$ cat src/design/pfcbl_defs.svh
`ifndef PFCBL_DEFS_SVH
`define PFCBL_DEFS_SVH

// Register indices; the byte address is four times the index
`define PFCBL_IDX_RELOAD 16'h40e4
`define PFCBL_IDX_DUTY 16'h40e6
`define PFCBL_IDX_SETPOINT 16'h40e8
`define PFCBL_IDX_OUTPUT 16'h40ea
`define PFCBL_IDX_KP 16'h40ec
`define PFCBL_IDX_KI 16'h40ee
`define PFCBL_IDX_CEILING 16'h40f0
`define PFCBL_IDX_FLOOR 16'h40f2
`define PFCBL_IDX_CONTROL 16'h4100
`define PFCBL_IDX_STATUS 16'h4101
`define PFCBL_IDX_MASK 16'h4102

// Field widths and positions
`define PFCBL_CW 12
`define PFCBL_GW 15
`define PFCBL_ACCW 24
`define PFCBL_AVG_SHIFT 8
`define PFCBL_KP_Q 10
`define PFCBL_KI_Q 15
`define PFCBL_DUTY_HI 14
`define PFCBL_DUTY_LO 3
`define PFCBL_EVW 3
`define PFCBL_EV_OVF 0
`define PFCBL_EV_SAT 1
`define PFCBL_EV_AVG 2
`define PFCBL_CTRL_EN 0

// Constants
`define PFCBL_ZERO16 16'h0000
`define PFCBL_CNT_ONE 12'h001
`define PFCBL_CNT_ZERO 12'h000
`define PFCBL_SAMP_LAST 8'hff

`endif

$ cat src/design/pfcbl_pkg.sv
`include "pfcbl_defs.svh"

package pfcbl_pkg;

  typedef enum logic {PFCBL_UP, PFCBL_DOWN} pfcbl_dir_t;

  typedef struct packed {
    logic [`PFCBL_CW-1:0] cnt;
    pfcbl_dir_t dir;
    logic [`PFCBL_CW-1:0] reload;
    logic [`PFCBL_CW-1:0] duty;
    logic pwm;
    logic [15:0] setp;
    logic [15:0] uk;
    logic [`PFCBL_GW-1:0] kp;
    logic [`PFCBL_GW-1:0] ki;
    logic [15:0] ceil;
    logic [15:0] floor;
    logic en;
    logic [16:0] eprev;
    logic [15:0] avg;
    logic [`PFCBL_ACCW-1:0] acc;
    logic [7:0] nsamp;
    logic [`PFCBL_EVW-1:0] status;
    logic [`PFCBL_EVW-1:0] mask;
    logic irq;
    logic ack;
    logic [15:0] dat;
  } pfcbl_state_t;

endpackage : pfcbl_pkg

$ cat src/design/pfcbl_top.sv
// Added by the designer: the Wishbone slave port.
`timescale 1ns/1ns
`include "pfcbl_defs.svh"
module pfcbl_top
  import pfcbl_pkg::*;
(
  input wire logic clk_i,
  input wire logic resetn_i,
  input wire logic wb_cyc_i,
  input wire logic wb_stb_i,
  input wire logic wb_we_i,
  input wire logic [17:0] wb_adr_i,
  input wire logic [3:0] wb_sel_i,
  input wire logic [31:0] wb_dat_i,
  output logic [31:0] wb_dat_o,
  output logic wb_ack_o,
  input wire logic [15:0] line_voltage_sample_i,
  input wire logic line_sample_valid_i,
  input wire logic [15:0] dc_bus_voltage_i,
  input wire logic dc_bus_valid_i,
  output logic pwm_o,
  output logic irq_o
);

  pfcbl_state_t r;
  pfcbl_state_t n;
  logic [15:0] idx;
  logic wr;
  logic wr_uk;
  logic wr_duty;
  logic signed [16:0] e;
  logic signed [17:0] de;
  logic signed [33:0] pterm;
  logic signed [32:0] iterm;
  logic signed [35:0] sum;
  logic signed [15:0] lo;
  logic [15:0] uk_new;
  logic sat;
  logic [`PFCBL_EVW-1:0] ev;
  logic [`PFCBL_ACCW-1:0] acc_sum;

  // Register index hit for a given address
  function automatic logic hit(input logic [15:0] a, input logic [15:0] k);
    hit = (a == k);
  endfunction : hit

  // Byte-lane merge of a 16-bit register
  function automatic logic [15:0] merge16(input logic [15:0] old,
                                          input logic [31:0] d,
                                          input logic [3:0] sel);
    merge16 = old;
    if (sel[0]) begin
      merge16[7:0] = d[7:0];
    end
    if (sel[1]) begin
      merge16[15:8] = d[15:8];
    end
  endfunction : merge16

  assign idx = wb_adr_i[17:2];
  assign wr = wb_cyc_i & wb_stb_i & wb_we_i & r.ack;
  assign wr_uk = wr & hit(idx, `PFCBL_IDX_OUTPUT);
  assign wr_duty = wr & hit(idx, `PFCBL_IDX_DUTY) & ~r.en;

  // Loop error, increments and the two gain terms
  always_comb begin
    if (r.en) begin
      e = $signed({r.setp[15], r.setp})
        - $signed({dc_bus_voltage_i[15], dc_bus_voltage_i});
    end else begin
      e = $signed({r.setp[15], r.setp});
    end
    de = $signed({e[16], e}) - $signed({r.eprev[16], r.eprev});
    pterm = $signed({1'b0, r.kp}) * de;
    iterm = $signed({1'b0, r.ki}) * e;
    sum = 36'(signed'(r.uk)) + 36'(pterm >>> `PFCBL_KP_Q)
        + 36'(iterm >>> `PFCBL_KI_Q);
    lo = r.en ? $signed(`PFCBL_ZERO16) : $signed(r.floor);
    sat = 1'b0;
    uk_new = sum[15:0];
    if (sum < 36'(lo)) begin
      uk_new = lo;
      sat = 1'b1;
    end
    if (sum > 36'($signed(r.ceil))) begin
      uk_new = r.ceil;
      sat = 1'b1;
    end
  end

  // Next-state logic for the whole block
  always_comb begin
    n = r;
    ev = '0;
    acc_sum = r.acc + {{(`PFCBL_ACCW-16){line_voltage_sample_i[15]}}, line_voltage_sample_i};

    // Center-aligned carrier counter
    if (r.dir == PFCBL_UP) begin
      if (r.cnt >= r.reload) begin
        n.dir = PFCBL_DOWN;
        n.cnt = (r.cnt == `PFCBL_CNT_ZERO) ? `PFCBL_CNT_ZERO : r.cnt - `PFCBL_CNT_ONE;
        ev[`PFCBL_EV_OVF] = (r.cnt == r.reload);
      end else begin
        n.cnt = r.cnt + `PFCBL_CNT_ONE;
      end
    end else begin
      if (r.cnt == `PFCBL_CNT_ZERO) begin
        n.dir = PFCBL_UP;
        n.cnt = (r.reload == `PFCBL_CNT_ZERO) ? `PFCBL_CNT_ZERO : `PFCBL_CNT_ONE;
      end else begin
        n.cnt = r.cnt - `PFCBL_CNT_ONE;
      end
    end

    // PWM compare; equal keeps the previous level
    if (r.duty > r.cnt) begin
      n.pwm = 1'b1;
    end else if (r.duty < r.cnt) begin
      n.pwm = 1'b0;
    end else begin
      n.pwm = r.pwm;
    end

    // Line-voltage average over a fixed window of samples per mains period
    if (line_sample_valid_i) begin
      n.nsamp = r.nsamp + 8'h01;
      if (r.nsamp == `PFCBL_SAMP_LAST) begin
        n.avg = 16'(signed'(acc_sum) >>> `PFCBL_AVG_SHIFT);
        n.acc = '0;
        ev[`PFCBL_EV_AVG] = 1'b1;
      end else begin
        n.acc = acc_sum;
      end
    end

    // Bus-voltage loop evaluation on each bus sample
    if (dc_bus_valid_i) begin
      n.uk = uk_new;
      n.eprev = e;
      ev[`PFCBL_EV_SAT] = sat;
      if (r.en) begin
        n.duty = uk_new[`PFCBL_DUTY_HI:`PFCBL_DUTY_LO];
      end
    end

    // Wishbone answer one cycle after the strobe, dropped the cycle after
    n.ack = wb_cyc_i & wb_stb_i & ~r.ack;
    if (n.ack) begin
      n.dat = `PFCBL_ZERO16;
      case (idx)
        `PFCBL_IDX_RELOAD: n.dat = r.avg;
        `PFCBL_IDX_DUTY: n.dat = {4'h0, r.duty};
        `PFCBL_IDX_SETPOINT: n.dat = r.setp;
        `PFCBL_IDX_OUTPUT: n.dat = r.uk;
        `PFCBL_IDX_KP: n.dat = {1'b0, r.kp};
        `PFCBL_IDX_KI: n.dat = {1'b0, r.ki};
        `PFCBL_IDX_CEILING: n.dat = r.ceil;
        `PFCBL_IDX_FLOOR: n.dat = r.floor;
        `PFCBL_IDX_CONTROL: n.dat = {15'h0000, r.en};
        `PFCBL_IDX_STATUS: n.dat = {13'h0000, r.status};
        `PFCBL_IDX_MASK: n.dat = {13'h0000, r.mask};
        default: n.dat = `PFCBL_ZERO16;
      endcase
    end

    // Software writes land at the edge where ack is sampled
    if (wr) begin
      case (idx)
        `PFCBL_IDX_RELOAD: n.reload = 12'(merge16({4'h0, r.reload}, wb_dat_i, wb_sel_i));
        `PFCBL_IDX_DUTY: begin
          if (!r.en) begin
            n.duty = 12'(merge16({4'h0, r.duty}, wb_dat_i, wb_sel_i));
          end
        end
        `PFCBL_IDX_SETPOINT: n.setp = merge16(r.setp, wb_dat_i, wb_sel_i);
        `PFCBL_IDX_OUTPUT: n.uk = merge16(r.uk, wb_dat_i, wb_sel_i);
        `PFCBL_IDX_KP: n.kp = 15'(merge16({1'b0, r.kp}, wb_dat_i, wb_sel_i));
        `PFCBL_IDX_KI: n.ki = 15'(merge16({1'b0, r.ki}, wb_dat_i, wb_sel_i));
        `PFCBL_IDX_CEILING: n.ceil = merge16(r.ceil, wb_dat_i, wb_sel_i);
        `PFCBL_IDX_FLOOR: n.floor = merge16(r.floor, wb_dat_i, wb_sel_i);
        `PFCBL_IDX_CONTROL: begin
          if (wb_sel_i[0]) begin
            n.en = wb_dat_i[`PFCBL_CTRL_EN];
          end
        end
        `PFCBL_IDX_MASK: begin
          if (wb_sel_i[0]) begin
            n.mask = wb_dat_i[`PFCBL_EVW-1:0];
          end
        end
        default: n.en = r.en;
      endcase
    end

    // Sticky status, write one to clear, a new event wins over the clear
    n.status = r.status | ev;
    if (wr && hit(idx, `PFCBL_IDX_STATUS) && wb_sel_i[0]) begin
      n.status = (r.status & ~wb_dat_i[`PFCBL_EVW-1:0]) | ev;
    end
    n.irq = |(n.status & n.mask);
  end

  // State register
  always_ff @(posedge clk_i or negedge resetn_i) begin
    if (!resetn_i) begin
      r <= '0;
    end else begin
      r <= n;
    end
  end

  assign wb_ack_o = r.ack;
  assign wb_dat_o = {16'h0000, r.dat};
  assign pwm_o = r.pwm;
  assign irq_o = r.irq;
endmodule : pfcbl_top

$ cat config.mk
export PLATFORM = sky130hd
export DESIGN_NAME = pfcbl_top
export DESIGN_NICKNAME = d
export VERILOG_FILES = /design/src/design/pfcbl_pkg.sv /design/src/design/pfcbl_top.sv
export VERILOG_INCLUDE_DIRS = /design/src /design/src/design
export SDC_FILE = /design/constraint.sdc
export NUM_CORES = 2
export LEC_CHECK = 0
export BUFFER_PORTS_ARGS = -buffer_cell sky130_fd_sc_hd__buf_2
export CAP_MARGIN = 0
export CORE_MARGIN = 5
export CORE_UTILIZATION = 45
export CTS_CLUSTER_SIZE = 25
export DETAILED_ROUTE_END_ITERATION = 7
export GPL_TIMING_DRIVEN = 1
export HOLD_SLACK_MARGIN = 0.03
export SLEW_MARGIN = 40
export SYNTH_ARGS = -nofsm -noshare
export SYNTH_HDL_FRONTEND = slang
export SYNTH_SLANG_ARGS = --single-unit
$ cat constraint.sdc
create_clock -name clk_i -period 14.8 [get_ports clk_i]
set_input_delay 1.48 -clock clk_i [delete_from_list [all_inputs] [get_ports clk_i]]
set_output_delay 1.48 -clock clk_i [all_outputs]
set_load 0.005 [all_outputs]
==> impl_metrics.csv <==
group,metric,value,unit
synth,synth.cell_area,36950,µm²
worst_setup_path,path_class,"in2reg",
worst_setup_path,endpoint_kind,"register",
synth,synthArstFlopShare,100.0,%
floorplanning,die_w,296.5,µm
placement,place_ws,-0.4234,ns
route,wl_per_cell,18.94,µm
route,wl_met3,6547,µm
placement,dp_hpwl,82220,µm
pwr,powerDensity,54.92,nW/µm²
worst_setup_path,worstPathMaxFanout,8,
worst_setup_path,cp.arrival,14.74,ns
route,num_vias,28798,
clocking,clockBufferDepth,3,
outcome,outcome,"completed",
synth,synth_most_common_cell,"inv_1",
clocking,cts.sinks,222,
sta,period_needed,14.29,ns
final_layout,fin_area,41510,µm²
synth,synthCells,4085,
sta,maxSlewHeadroom,39.80,%
final_layout,fin_nets,5283,
route,wl_met1,44540,µm
floorplanning,rows,105,
worst_setup_path,required,15.25,ns
worst_setup_path,slowest_stage,"fa_1",
clocking,cts_buffers,27,
worst_setup_path,worst_path_most_repeated_cell,"buf_4",
synth,yosysUniqueCellTypes,97,
placement,port_buffers,91,
route,drtIter0Drc,1683,
route,via_per_inst,5.325,
worst_setup_path,reg2reg_depth,62,
route,drc,0,
job,max_cap_viol_count,0,
clocking,cts_hold_buf,0,
sta,setup_ws,0.5134,ns
sta,finalCritPeriodShare,96.53,%
clocking,cts_tree,"yes",
placement,place.gp.congestion,0.9035,
floorplanning,coreArea,81720,µm²
placement,dpl.cell_count,5344,
pwr,irDropWorstVdd,0.09868,mV
synth,synth_seq_cells,222,
synth,synth_area_leaders,"fa_1 30%, dfrtp_1 15%, ha_1 11%",
worst_setup_path,r2r_start,"r[168]",
min_path,min-delay-path-class,"reg2reg",
grt,gr-usage-all-layers,23.67,%
floorplanning,dieArea,87940,µm²
clocking,clock-root-buffer,"clkbuf_16",
route,drtPass1Iterations,5,
grt,grt_pass1_vias,29370,
clocking,worstSkewPairLatency,0.57,ns
worst_setup_path,rrSetupSlack,0.93,ns
synth,synth_edf_count,0,
final_layout,area_delta_synth_final,12.35,%
final_layout,drive_above_1_share,15.01,%
sta,worst_slew_pin_slew,0.9030,ns
route,antenna_left,0,
floorplanning,pin_count,128,
sta,finClkSkew,0.01408,ns
final_layout,final_cells,5408,
grt,grt.overflow.total,0,
placement,placedInstanceArea,40220,µm²
grt,grt_pass1_wl,164100,µm
pwr,power.total,2280,µW
clocking,clk_pin_slew,0.06,ns
pwr,leakage,0.02069,µW
synth,yosys.area.top_type,"fa_1",
final_layout,final_util,50.80,%
floorplanning,die_h,296.5,µm
synth,synth_warnings,0,
synth,netlist_top_cells_count,"776 x inv_1, 551 x fa_1, 481 x nand2_1",
worst_setup_path,startpoint_type,"input pin",
sta,hold_viol_final,0,
route,wl_met2,47420,µm
grt,grt_max_degree,78,
sta,final_max_slew_viol_count,0,
synth,syn_area_per_cell,9.045,µm²
grt,antenna_found_initial,3,
synth,synthFlopType,"dfrtp_1",
synth,synth_top_cell_area_share,29.85,%
route,wirelength,102400,µm
sta,fmax,70.00,MHz
clocking,cts.htree.levels,1,
synth,ys_seq_area_share,15.04,%
worst_setup_path,crit_start,"dc_bus_voltage_i[0]",
worst_setup_path,r2r-end,"r[192]",
route,dr.max_layer_used,"met5",
worst_setup_path,cpPeakStageDelay,0.59,ns
worst_setup_path,endpoint,"r[192]",
sta,setup_violations,0,
floorplanning,initial_core_util,45.22,%
how the worst min path moves through the flow:
| stage | startpoint | end | slack, ns | cells past startpoint |
|---|---|---|---|---|
| after floorplan | r[29] | r[29] | 0.43 | 1 |
| after global placement | r[29] | r[29] | 0.45 | 1 |
| after detailed placement | r[29] | r[29] | 0.46 | 1 |
| after CTS | r[29] | r[29] | 0.47 | 1 |
| after global routing | r[31] | r[31] | 0.49 | 1 |
| final | r[30] | r[30] | 0.47 | 1 |
power breakdown:
part           switching (µW)  internal, µW  leakage, µW
clock                     274           384     0.000428
sequential               34.4           657      0.00293
combinational             502           429       0.0173
worst max-delay path: cells and delay by family:
kind	cells	cell delay (ns)
XOR/XNOR	3	0.51
buffers and inverters	14	1.85
multiplexers	2	0.62
adder cells (fa/ha/maj)	13	5.12
AND/OR/NAND/NOR	10	1.90
AO/OA/AOI/OAI	20	3.26
flip-flops by register name, summed over array words and instances, names as in the netlist:
signal / flops
wb_dat_o: 16
pwm_o: 1
irq_o: 1
wb_ack_o: 1
r: 203
layer usage:
| metal | GRT usage [%] | up-vias |
|---|---|---|
| met5 | 0 | - |
| li1 | - | 13541 |
| met1 | 32.33 | 14376 |
| met3 | 4.517 | 158 |
| met4 | 7.433 | 4 |
| met2 | 38.46 | 719 |
through the flow:
stage	hold slack, ns	TNS (ns)
global route	0.4854	-0.3519
floorplan	0.4348	0
global placement	0.4519	-5.188
finish	0.4680	0
CTS	0.4700	0
detailed placement	0.4566	-10.19
kinds of logic after synthesis:
| kind of cell | share of synthesized area, % |
|---|---|
| simple gates | 15.09 |
| buf+inv | 10.34 |
| fa+ha+maj | 40.81 |
| compound gates | 11.14 |
| flops | 15.04 |
| mux | 4.565 |
| xor+xnor | 3.007 |
| other cells | 0.01015 |
area by class of cell:
cell class | instances | area, µm²
repair buffers | 389 | 2874
multi-input cells | 2900 | 27950
clock buffers | 40 | 784.5
inverters | 777 | 2917
diodes | 2 | 5.005
clock inverters | 8 | 82.58
well taps | 1070 | 1339
flip-flops and latches | 222 | 5564
fillers | 7785 | 40200
placed cells by master (no fill, tap or decap), drive strengths merged, types with 30 or more instances in the layout:
| cell | netlist | routed |
|---|---|---|
| fa | 551 | 551 |
| a21o | 62 | 62 |
| dfrtp | 222 | 222 |
| and3 | 52 | 52 |
| xor2 | 39 | 39 |
| nand3 | 49 | 49 |
| xnor2 | 87 | 87 |
| buf | 58 | 388 |
| inv | 777 | 778 |
| mux2i | 35 | 35 |
| nor2 | 109 | 109 |
| nor3 | 44 | 44 |
| nand2 | 481 | 481 |
| nand4 | 30 | 30 |
| a21oi | 133 | 133 |
| and2 | 221 | 221 |
| mux2 | 115 | 115 |
| ha | 322 | 322 |
| o21ai | 151 | 151 |
| nor2b | 46 | 46 |
| clkbuf | 143 | 41 |
what timing repair did:
item	CTS	global route
gates resized for setup	0	70
buffers inserted	0	14
setup endpoints to repair	0	30
(Power assumes the default switching activity.)
